==> src/verilog/asso_pkg.sv <==
// Shared constants and types for the ALU subset datapath
package asso_pkg;
    // Data and address widths
    localparam int DATA_W = 8;
    localparam int FADDR_W = 7;
    localparam int FILE_DEPTH = 128;
    localparam int BUS_AW = 5;
    localparam int BUS_DW = 32;
    localparam int NIB_W = 4;

    // Register byte offsets on the bus
    localparam logic [4:0] OFS_COMMAND = 5'h00;
    localparam logic [4:0] OFS_WORK = 5'h04;
    localparam logic [4:0] OFS_STATUS = 5'h08;
    localparam logic [4:0] OFS_FILE_INDEX = 5'h0c;
    localparam logic [4:0] OFS_FILE_DATA = 5'h10;
    localparam logic [4:0] OFS_WATCHDOG = 5'h14;

    // Command register fields
    localparam int CMD_OP_LSB = 0;
    localparam int CMD_OP_W = 3;
    localparam int CMD_DEST_BIT = 3;
    localparam int CMD_ADDR_LSB = 4;
    localparam int CMD_LIT_LSB = 16;
    localparam int CMD_W = 24;

    // Status register bit positions
    localparam int ST_CARRY = 0;
    localparam int ST_DIGIT = 1;
    localparam int ST_ZERO = 2;
    localparam int ST_POWER_DOWN = 3;
    localparam int ST_TIME_OUT = 4;
    localparam int ST_ASLEEP = 5;
    localparam int ST_WAKE = 7;

    // Reset values and the prescaler wrap value
    localparam logic [7:0] WORK_RST = 8'h00;
    localparam logic [7:0] WDOG_RST = 8'h00;
    localparam logic [7:0] PRESC_RST = 8'h00;
    localparam logic [7:0] PRESC_LAST = 8'hff;
    localparam logic [23:0] CMD_RST = 24'h000000;
    localparam logic [6:0] FIDX_RST = 7'h00;
    localparam logic [31:0] READ_ZERO = 32'h00000000;

    // Destination select values
    localparam logic DEST_WORK = 1'b0;
    localparam logic DEST_FILE = 1'b1;

    // Operations the datapath executes
    typedef enum logic [2:0] {
        ASSO_ROTATE_RIGHT_CARRY_OP = 3'h0,
        ASSO_LITERAL_MINUS_WORK_OP = 3'h1,
        ASSO_FILE_MINUS_WORK_OP = 3'h2,
        ASSO_XOR_LITERAL_OP = 3'h3,
        ASSO_XOR_FILE_OP = 3'h4,
        ASSO_NIBBLE_EXCHANGE_OP = 3'h5,
        ASSO_SLEEP_OP = 3'h6,
        ASSO_NO_OP = 3'h7
    } asso_op_e;

    // Core run state
    typedef enum logic [0:0] {
        ASSO_RUN = 1'b0,
        ASSO_ASLEEP = 1'b1
    } asso_state_e;
endpackage

==> src/verilog/asso_alu.sv <==
// Combinational result and flag logic for one instruction
`timescale 1ns/1ps
module asso_alu (
    // Instruction
    input wire asso_pkg::asso_op_e op,
    input wire logic dest,
    input wire logic [7:0] literal,
    // Operands
    input wire logic [7:0] work,
    input wire logic [7:0] fileValue,
    input wire logic carryIn,
    // Results
    output logic [7:0] result,
    output logic carryOut,
    output logic digitOut,
    output logic zeroOut,
    // Which state the result touches
    output logic writeWork,
    output logic writeFile,
    output logic touchCarry,
    output logic touchDigit,
    output logic touchZero
);
    import asso_pkg::*;

    logic [7:0] minuend; // Literal or file operand of a subtract
    logic [8:0] diff; // Minuend plus inverted work plus one
    logic [4:0] lowDiff; // Same sum on the low nibbles only
    logic fileDest; // Destination bit honoured by this op

    // Two's complement subtract; carry out means no borrow
    always_comb begin
        minuend = (op == ASSO_LITERAL_MINUS_WORK_OP) ? literal : fileValue;
        diff = {1'b0, minuend} + {1'b0, ~work} + 9'h001;
        lowDiff = {1'b0, minuend[NIB_W-1:0]} + {1'b0, ~work[NIB_W-1:0]}
            + 5'h01;
    end

    // Result selection and flag enables per operation
    always_comb begin
        result = work;
        carryOut = carryIn;
        touchCarry = 1'b0;
        touchDigit = 1'b0;
        touchZero = 1'b0;
        fileDest = 1'b0;
        writeWork = 1'b0;
        case (op)
            ASSO_ROTATE_RIGHT_CARRY_OP: begin
                result = {carryIn, fileValue[7:1]}; // RQ13
                carryOut = fileValue[0]; // RQ13
                touchCarry = 1'b1; // RQ4
                fileDest = 1'b1;
            end
            ASSO_LITERAL_MINUS_WORK_OP: begin
                result = diff[7:0]; // RQ6
                carryOut = diff[8]; // RQ7
                touchCarry = 1'b1;
                touchDigit = 1'b1;
                touchZero = 1'b1;
                writeWork = 1'b1; // RQ6
            end
            ASSO_FILE_MINUS_WORK_OP: begin
                result = diff[7:0]; // RQ8
                carryOut = diff[8]; // RQ8
                touchCarry = 1'b1;
                touchDigit = 1'b1;
                touchZero = 1'b1;
                fileDest = 1'b1;
            end
            ASSO_XOR_LITERAL_OP: begin
                result = work ^ literal; // RQ9
                touchZero = 1'b1; // RQ9
                writeWork = 1'b1;
            end
            ASSO_XOR_FILE_OP: begin
                result = work ^ fileValue; // RQ11
                touchZero = 1'b1; // RQ11
                fileDest = 1'b1;
            end
            ASSO_NIBBLE_EXCHANGE_OP: begin
                result = {fileValue[3:0], fileValue[7:4]}; // RQ10
                fileDest = 1'b1;
            end
            default: begin
                result = work;
            end
        endcase
        // File ops with destination bit 0 go to work
        writeWork = writeWork | (fileDest & (dest == DEST_WORK)); // RQ5
    end

    // Destination steering and remaining flags
    assign writeFile = fileDest & (dest == DEST_FILE); // RQ5
    assign digitOut = lowDiff[NIB_W]; // RQ7 RQ8
    assign zeroOut = (result == 8'h00); // RQ12
endmodule

==> src/verilog/asso_core.sv <==
// Bus-attached datapath for the rotate, subtract, xor, swap and sleep ops
//
// Behaviour
// (RQ1) Sleep clears power-down flag, sets time-out flag
// (RQ2) Sleep zeroes watchdog counter and its prescaler
// (RQ3) After sleep, halt; no further ops execute
// (RQ4) Rotate right through carry; only carry changes
// (RQ5) Destination bit 0 to work, 1 to file
// (RQ6) Literal minus work into work; C, DC, Z
// (RQ7) Carry set when work <= literal; nibble likewise
// (RQ8) File minus work; carry and digit by compare
// (RQ9) Xor literal into work; zero flag only
// (RQ10) Swap file nibbles; no flags change
// (RQ11) Xor work with file; zero flag only
// (RQ12) Zero flag set exactly when result is zero
// (RQ13) Bit 0 into carry, old carry into bit 7
`timescale 1ns/1ps
module asso_core (
    // Clock and reset
    input wire logic clk,
    input wire logic rst,
    // Avalon-MM slave
    input wire logic [asso_pkg::BUS_AW-1:0] avs_address,
    input wire logic avs_read,
    input wire logic avs_write,
    input wire logic [asso_pkg::BUS_DW-1:0] avs_writedata,
    input wire logic [3:0] avs_byteenable,
    output logic [asso_pkg::BUS_DW-1:0] avs_readdata,
    output logic avs_waitrequest,
    // Core state seen by the rest of the chip
    output logic oscillatorStopped,
    output logic powerDownFlag,
    output logic timeOutFlag
);
    import asso_pkg::*;

    // Bus handshake
    logic accepted; // Second cycle of a request
    logic takeEdge; // Edge at which the request completes
    logic [31:0] laneMask; // Byte enables widened to bits

    // Decoded register selects
    logic selCommand;
    logic selWork;
    logic selStatus;
    logic selFileIndex;
    logic selFileData;
    logic selWatchdog;

    // Architectural state
    asso_state_e state; // Running or asleep
    logic [7:0] work; // Working register
    logic carry; // Carry flag
    logic digitCarryFlag; // Digit carry flag
    logic zero; // Zero flag
    logic [7:0] fileMem [0:FILE_DEPTH-1]; // Data register file
    logic [6:0] fileIndex; // Bus pointer into the file
    logic [23:0] command; // Last command written
    logic [7:0] watchdogCounter; // Watchdog count
    logic [7:0] prescaler; // Watchdog prescaler
    logic watchdogTick; // Prescaler wrap enable

    // Command being issued this cycle
    logic [31:0] next_command; // Command image after byte merge
    logic fire; // Execute this cycle
    asso_op_e issueOp; // Operation field
    logic issueDest; // Destination field
    logic [6:0] issueAddr; // File address field
    logic [7:0] issueLit; // Literal field
    logic [7:0] issueFile; // Addressed file value

    // Datapath answers
    logic [7:0] aluResult;
    logic aluCarry;
    logic aluDigit;
    logic aluZero;
    logic aluWork;
    logic aluFile;
    logic aluTouchC;
    logic aluTouchDc;
    logic aluTouchZ;

    // Other merged write images
    logic [31:0] next_work;
    logic [31:0] next_status;
    logic [31:0] next_fileIndex;
    logic [31:0] next_fileData;
    logic [31:0] statusImage; // Status as read
    logic [31:0] readMux; // Selected read value

    // One wait cycle per request, then completion
    always_ff @(posedge clk) begin
        if (rst) begin
            accepted <= 1'b0;
        end else if ((avs_read | avs_write) & ~accepted) begin
            accepted <= 1'b1;
        end else begin
            accepted <= 1'b0;
        end
    end

    // Wait request drops on the completing cycle
    assign avs_waitrequest = (avs_read | avs_write) & ~accepted;
    assign takeEdge = (avs_read | avs_write) & accepted;

    // Byte enables widened lane by lane
    genvar lane;
    generate
        for (lane = 0; lane < 4; lane++) begin : g_lane
            assign laneMask[lane*8 +: 8] = {8{avs_byteenable[lane]}};
        end
    endgenerate

    // Address decode
    always_comb begin
        selCommand = (avs_address == OFS_COMMAND);
        selWork = (avs_address == OFS_WORK);
        selStatus = (avs_address == OFS_STATUS);
        selFileIndex = (avs_address == OFS_FILE_INDEX);
        selFileData = (avs_address == OFS_FILE_DATA);
        selWatchdog = (avs_address == OFS_WATCHDOG);
    end

    // Status image with read-only flags
    always_comb begin
        statusImage = READ_ZERO;
        statusImage[ST_CARRY] = carry;
        statusImage[ST_DIGIT] = digitCarryFlag;
        statusImage[ST_ZERO] = zero;
        statusImage[ST_POWER_DOWN] = powerDownFlag;
        statusImage[ST_TIME_OUT] = timeOutFlag;
        statusImage[ST_ASLEEP] = (state == ASSO_ASLEEP);
    end

    // Merge write data into each register image
    always_comb begin
        next_command = ({8'h00, command} & ~laneMask)
            | (avs_writedata & laneMask);
        next_work = ({24'h000000, work} & ~laneMask)
            | (avs_writedata & laneMask);
        next_status = (statusImage & ~laneMask)
            | (avs_writedata & laneMask);
        next_fileIndex = ({25'h0, fileIndex} & ~laneMask)
            | (avs_writedata & laneMask);
        next_fileData = ({24'h000000, fileMem[fileIndex]} & ~laneMask)
            | (avs_writedata & laneMask);
    end

    // Command fields; sleeping core issues nothing
    always_comb begin
        issueOp = asso_op_e'(next_command[CMD_OP_LSB +: CMD_OP_W]);
        issueDest = next_command[CMD_DEST_BIT];
        issueAddr = next_command[CMD_ADDR_LSB +: FADDR_W]; // RQ4
        issueLit = next_command[CMD_LIT_LSB +: DATA_W];
        issueFile = fileMem[issueAddr];
        fire = takeEdge & avs_write & selCommand
            & (state == ASSO_RUN); // RQ3
    end

    // Instruction datapath
    asso_alu u_alu (
        .op(issueOp),
        .dest(issueDest),
        .literal(issueLit),
        .work(work),
        .fileValue(issueFile),
        .carryIn(carry),
        .result(aluResult),
        .carryOut(aluCarry),
        .digitOut(aluDigit),
        .zeroOut(aluZero),
        .writeWork(),
        .writeFile(aluFile),
        .touchCarry(aluTouchC),
        .touchDigit(aluTouchDc),
        .touchZero(aluTouchZ)
    );

    // Result goes to work unless steered to the file or the op is sleep or no-op
    assign aluWork = (issueOp != ASSO_SLEEP_OP)
        & (issueOp != ASSO_NO_OP) & ~aluFile; // RQ5

    // Last command kept for read-back
    always_ff @(posedge clk) begin
        if (rst) begin
            command <= CMD_RST;
        end else if (takeEdge & avs_write & selCommand) begin
            command <= next_command[CMD_W-1:0];
        end
    end

    // Run state; sleep halts, wake bit resumes
    always_ff @(posedge clk) begin
        if (rst) begin
            state <= ASSO_RUN;
        end else begin
            case (state)
                ASSO_RUN: begin
                    if (fire & (issueOp == ASSO_SLEEP_OP)) begin
                        state <= ASSO_ASLEEP; // RQ3
                    end
                end
                ASSO_ASLEEP: begin
                    if (takeEdge & avs_write & selStatus
                        & next_status[ST_WAKE]) begin
                        state <= ASSO_RUN;
                    end
                end
                default: begin
                    state <= ASSO_RUN;
                end
            endcase
        end
    end

    // Oscillator stop moves on the same edges as the run state
    always_ff @(posedge clk) begin
        if (rst) begin
            oscillatorStopped <= 1'b0;
        end else if (fire & (issueOp == ASSO_SLEEP_OP)) begin
            oscillatorStopped <= 1'b1; // RQ3
        end else if (takeEdge & avs_write & selStatus
            & next_status[ST_WAKE]) begin
            oscillatorStopped <= 1'b0;
        end
    end

    // Power-down and time-out flags
    always_ff @(posedge clk) begin
        if (rst) begin
            powerDownFlag <= 1'b1;
            timeOutFlag <= 1'b1;
        end else if (fire & (issueOp == ASSO_SLEEP_OP)) begin
            powerDownFlag <= 1'b0; // RQ1
            timeOutFlag <= 1'b1; // RQ1
        end
    end

    // Working register
    always_ff @(posedge clk) begin
        if (rst) begin
            work <= WORK_RST;
        end else if (fire & aluWork) begin
            work <= aluResult; // RQ5
        end else if (takeEdge & avs_write & selWork) begin
            work <= next_work[DATA_W-1:0];
        end
    end

    // Carry flag
    always_ff @(posedge clk) begin
        if (rst) begin
            carry <= 1'b0;
        end else if (fire & aluTouchC) begin
            carry <= aluCarry; // RQ4 RQ7 RQ8
        end else if (takeEdge & avs_write & selStatus) begin
            carry <= next_status[ST_CARRY];
        end
    end

    // Digit carry flag
    always_ff @(posedge clk) begin
        if (rst) begin
            digitCarryFlag <= 1'b0;
        end else if (fire & aluTouchDc) begin
            digitCarryFlag <= aluDigit; // RQ7 RQ8
        end else if (takeEdge & avs_write & selStatus) begin
            digitCarryFlag <= next_status[ST_DIGIT];
        end
    end

    // Zero flag
    always_ff @(posedge clk) begin
        if (rst) begin
            zero <= 1'b0;
        end else if (fire & aluTouchZ) begin
            zero <= aluZero; // RQ12
        end else if (takeEdge & avs_write & selStatus) begin
            zero <= next_status[ST_ZERO];
        end
    end

    // File pointer for bus access
    always_ff @(posedge clk) begin
        if (rst) begin
            fileIndex <= FIDX_RST;
        end else if (takeEdge & avs_write & selFileIndex) begin
            fileIndex <= next_fileIndex[FADDR_W-1:0];
        end
    end

    // Data register file, written back or by the bus
    always_ff @(posedge clk) begin
        if (fire & aluFile) begin
            fileMem[issueAddr] <= aluResult; // RQ5
        end else if (takeEdge & avs_write & selFileData) begin
            fileMem[fileIndex] <= next_fileData[DATA_W-1:0];
        end
    end

    // Prescaler wrap makes the watchdog enable
    assign watchdogTick = (prescaler == PRESC_LAST);

    // Watchdog prescaler
    always_ff @(posedge clk) begin
        if (rst) begin
            prescaler <= PRESC_RST;
        end else if (fire & (issueOp == ASSO_SLEEP_OP)) begin
            prescaler <= PRESC_RST; // RQ2
        end else begin
            prescaler <= prescaler + 8'h01;
        end
    end

    // Watchdog counter
    always_ff @(posedge clk) begin
        if (rst) begin
            watchdogCounter <= WDOG_RST;
        end else if (fire & (issueOp == ASSO_SLEEP_OP)) begin
            watchdogCounter <= WDOG_RST; // RQ2
        end else if (watchdogTick) begin
            watchdogCounter <= watchdogCounter + 8'h01;
        end
    end

    // Read multiplexer; unmapped reads give zero
    always_comb begin
        readMux = READ_ZERO;
        if (selCommand) begin
            readMux = {8'h00, command};
        end else if (selWork) begin
            readMux = {24'h000000, work};
        end else if (selStatus) begin
            readMux = statusImage;
        end else if (selFileIndex) begin
            readMux = {25'h0, fileIndex};
        end else if (selFileData) begin
            readMux = {24'h000000, fileMem[fileIndex]};
        end else if (selWatchdog) begin
            readMux = {24'h000000, watchdogCounter};
        end
    end

    // Read data captured in the wait cycle
    always_ff @(posedge clk) begin
        if (rst) begin
            avs_readdata <= READ_ZERO;
        end else if (avs_read & ~accepted) begin
            avs_readdata <= readMux;
        end
    end
endmodule

==> config.mk <==
export PLATFORM = sky130hd
export DESIGN_NAME = asso_core
export DESIGN_NICKNAME = d
export VERILOG_FILES = /design/src/verilog/asso_pkg.sv /design/src/verilog/asso_alu.sv /design/src/verilog/asso_core.sv
export SDC_FILE = /design/constraint.sdc
export NUM_CORES = 2
export LEC_CHECK = 0
export BUFFER_PORTS_ARGS = -buffer_cell sky130_fd_sc_hd__buf_2
export CORE_AREA = 2 2 362 364
export DETAILED_ROUTE_END_ITERATION = 7
export DIE_AREA = 0 0 364 366
export PLACE_DENSITY = 0.68
export SLEW_MARGIN = 5
export SYNTH_ARGS = -nofsm -noshare
export SYNTH_HDL_FRONTEND = slang
export SYNTH_SLANG_ARGS = --single-unit
==> constraint.sdc <==
create_clock -name clk -period 11.8 [get_ports clk]
set_clock_uncertainty 0.15 [all_clocks]
set_input_delay 1.77 -clock clk [delete_from_list [all_inputs] [get_ports clk]]
set_output_delay 1.77 -clock clk [all_outputs]
set_load 0.05 [all_outputs]
==> summary.md <==
| Metric | Value |
|---|---|
| Synth unique cells | 99 |
| Fmax | 108 MHz |
| Cell with the most instances after synthesis | edfxtp_1 |
| Cell accounting for the most synthesized area | edfxtp_1 |
| Multi-input gate area | 23,400 um^2 |
| Synth-to-Final Area Change | 9.89% |
| Grt total ovfl | 0 |
| Unrepaired setup endpoints after global routing | false |
| Mapped Area | 57,800 um^2 |
| Maximum clock path buffer count | 3 |
| Post-CTS Hold Buffers | 0 |
| Critical path required time | 12,070 ps |
| Crit. End Element | register |
| CP Class | in -> reg |
| Final hold violation count | 0 |
| Ports | 81 |
| Via density per instance | 7.04 |
| Crit path max fanout | 82 |
| Initial antenna violation count | 12 |
| PwrDens | 145 nW/um^2 |
| Nets | 4,550 |
| Worst slew pin tran | 1510 ps |
| Post-synth top area share | 53.2% |
| Drt drc | 15 |
| FF+latch area | 32,600 um^2 |
| Die Span X | 364 um |
| Post-synth EDFFs | 1,024 |
| Initial core utilization | 44.8% |
| Max_slew headroom | -0.823% |
| Crit path time final | 9240 ps |
| Placed inst area | 59,700 um^2 |
| Final ANT Viol Nets | 0 |
| Core area | 129,000 um^2 |
| Post-CTS setup buffer count | 0 |
| Clock root buffer | clkbuf_16 |
| Ys async rst share | 0% |
| HPWL Detailed | 133 mm |
| Syn Area/Cell | 12.6 um^2 |
| Drt first-iter violations | 8,157 |
| Htree depth | 3 |
| Mapped Cells | 4,584 |
| Tot GR Track Use | 30.7% |
| Most instantiated cells after synthesis | 1,024 x edfxtp_1, 660 x nor2_1, 405 x nand2_1, 356 x mux4_2, 226 x o21ai_0 |
| Full die area | 133,000 um^2 |
| Num CTS Buffers | 116 |
| Setup violation total in the final timing report | 0 |
| Clk_lat worst skew | 760 ps |
| Max IR drop VDD | 0.122 mV |
| Number of global-route vias before repair | 41,600 |
| Worst-path clk slew | 60 ps |
| Total placed cells including tap cells | 6,117 |
| First drt pass iteration count | 8 |
| #FFs+latches synth | 1,117 |
| Row count | 132 |
| Routed length per instance | 33.0 um |
| Final hold slack | 298 ps |
| Seq/Total Area, Yosys | 56.4% |
| Max-slew violation count | 2 |
| Share of post-route cells with drive strength above 1 | 16.6% |
| LEAKAGE | 0.0199 uW |
| Post-CTS sizing | 0 |
| Routed wire length | 209 mm |
| Die height | 366 um |
| Max Cap Violations | 1 |
| Fin util | 49.3% |
| Failing checks | DRC, capacitance limit, slew limit |
| CTS tree | done |
| Port Buffers | 62 |
| Non-filler cells, final | 6,336 |
| Setup TNS | 0 ps |
| First-pass GRT wire length | 296 mm |
| Startpoint class of the critical path | input pin |
| GP Congestion | 0.981 |
| DR vias | 44,600 |
| Fill cell count | 10,800 |
| Top post-synthesis cells by area | edfxtp_1 53%, mux4_2 14%, nor2_1 4.3% |
| TritonCTS Sinks | 1,117 |
| Most used DFF post-synth | edfxtp_1 |
| Largest net degree at the start of global routing | 129 |
| Worst min path class | reg -> reg |
| Period utilization | 78.3% |
| CP Data Arrival Time | 9500 ps |
| Outcome | finished, violations left |
| Design area | 63,600 um^2 |
| Synth warn | 0 |
critical path: stages:
cell and delay (ps):
buf_6 570, buf_4 610, mux2i_4 410, buf_4 400, buf_4 530, o21ai_0 170, a31oi_1 250, a31oi_1 340
o41ai_2 970, o21ai_1 430, a21oi_1 260, ha_1 280, a21o_1 190, a21oi_1 260, o21bai_1 100, a21oi_1 200
xnor2_1 110, a211oi_1 320, a22oi_1 160, nand2_1 140, nand2_4 410, buf_12 390
state kept, by name, indices dropped and copies added (netlist names), 7 cells and up, named ones only:
name	flops
avs_readdata	24
command	19
fileIndex	7
fileMem	1024
prescaler	8
watchdogCounter	8
cell usage in the layout (no fill, tap or decap), types with 11 or more instances in the layout:
cell type / synthesis / final
a2111oi_0: 22 / 19
a211oi_1: 37 / 37
a21boi_0: 25 / 25
a21o_1: 16 / 15
a21oi_1: 131 / 129
a221o_1: 11 / 11
a221oi_1: 58 / 58
a22oi_1: 78 / 78
a31oi_1: 52 / 52
a41oi_1: 24 / 24
and3_1: 21 / 21
buf_12: 0 / 12
buf_2: 114 / 59
buf_4: 39 / 99
bufinv_16: 0 / 17
clkbuf_1: 159 / 27
clkbuf_16: 0 / 117
clkinv_1: 0 / 25
clkinv_2: 0 / 13
dfxtp_1: 93 / 87
edfxtp_1: 1024 / 1024
ha_1: 11 / 11
inv_1: 34 / 34
mux2i_1: 90 / 89
mux4_2: 356 / 356
nand2_1: 405 / 403
nand2b_1: 43 / 41
nand3_1: 128 / 128
nand4_1: 18 / 18
nor2_1: 660 / 656
nor2b_1: 13 / 12
nor3_1: 38 / 38
nor4_1: 24 / 23
o211ai_1: 58 / 58
o21ai_0: 226 / 223
o21ai_1: 15 / 15
o21bai_1: 42 / 42
o22ai_1: 225 / 225
o31ai_1: 21 / 17
xnor2_1: 19 / 19
stage by stage:
stage,worst slack [ps],power [uW]
CTS,3020,9200
floorplan,83.7,5160
detailed placement,2310,5470
global placement,2380,5460
global route,2390,9410
finish,2560,9240
area by class of cell:
type	instances	share of cell area [%]
diodes	4	0.0157
clock buffers	147	4.82
clock inverters	68	1.29
inverters	36	0.213
multi-input cells	3050	36.8
flip-flops and latches	1117	51.3
well taps	1742	3.43
repair buffers	172	2.05
path summary, 6_finish.rpt:
| path | startpoint | end | slack [ps] | depth (start not counted) |
|---|---|---|---|---|
| worst max-delay path | avs_byteenable[0] | fileMem[106][7] | 2560 | 22 |
| worst min register to register | avs_readdata[22] | avs_readdata[22] | 300 | 2 |
| worst min-delay path | avs_readdata[22] | avs_readdata[22] | 300 | 2 |
| worst max register to register | command[5] | fileMem[106][7] | 3020 | 19 |
report_power, final:
| part | internal, uW | switching (uW) |
|---|---|---|
| Clock | 2200 | 1600 |
| Combinational | 199 | 707 |
| Sequential | 4530 | 3.17 |
| Total | 6930 | 2310 |
metal layers:
| layer | wire length, um | GRT usage (%) | part of all wire [%] |
|---|---|---|---|
| met5 | 138 | 0 | 0.066 |
| met3 | 33500 | 10.8 | 16 |
| met1 | 71100 | 40.0 | 34 |
| met4 | 15900 | 19.1 | 7.6 |
| met2 | 88600 | 43.7 | 42 |
cell families (layout without fill, tap and decap cells):
kind of cell               after synthesis  in the layout  share of synthesized area, %
DFF                                   1117           1117                          56.4
muxes                                  457            457                          15.7
other                                    2             13                        0.0130
xor gates and xnor gates                28             28                         0.424
and+or+nand+nor                       1399           1399                          10.4
buffers and inverters                  424            423                          3.51
adders and majority gates               12             12                         0.273
AOI/OAI and AO/OA                     1145           1145                          13.3
Note: power is estimated with default switching activity, not from simulation.
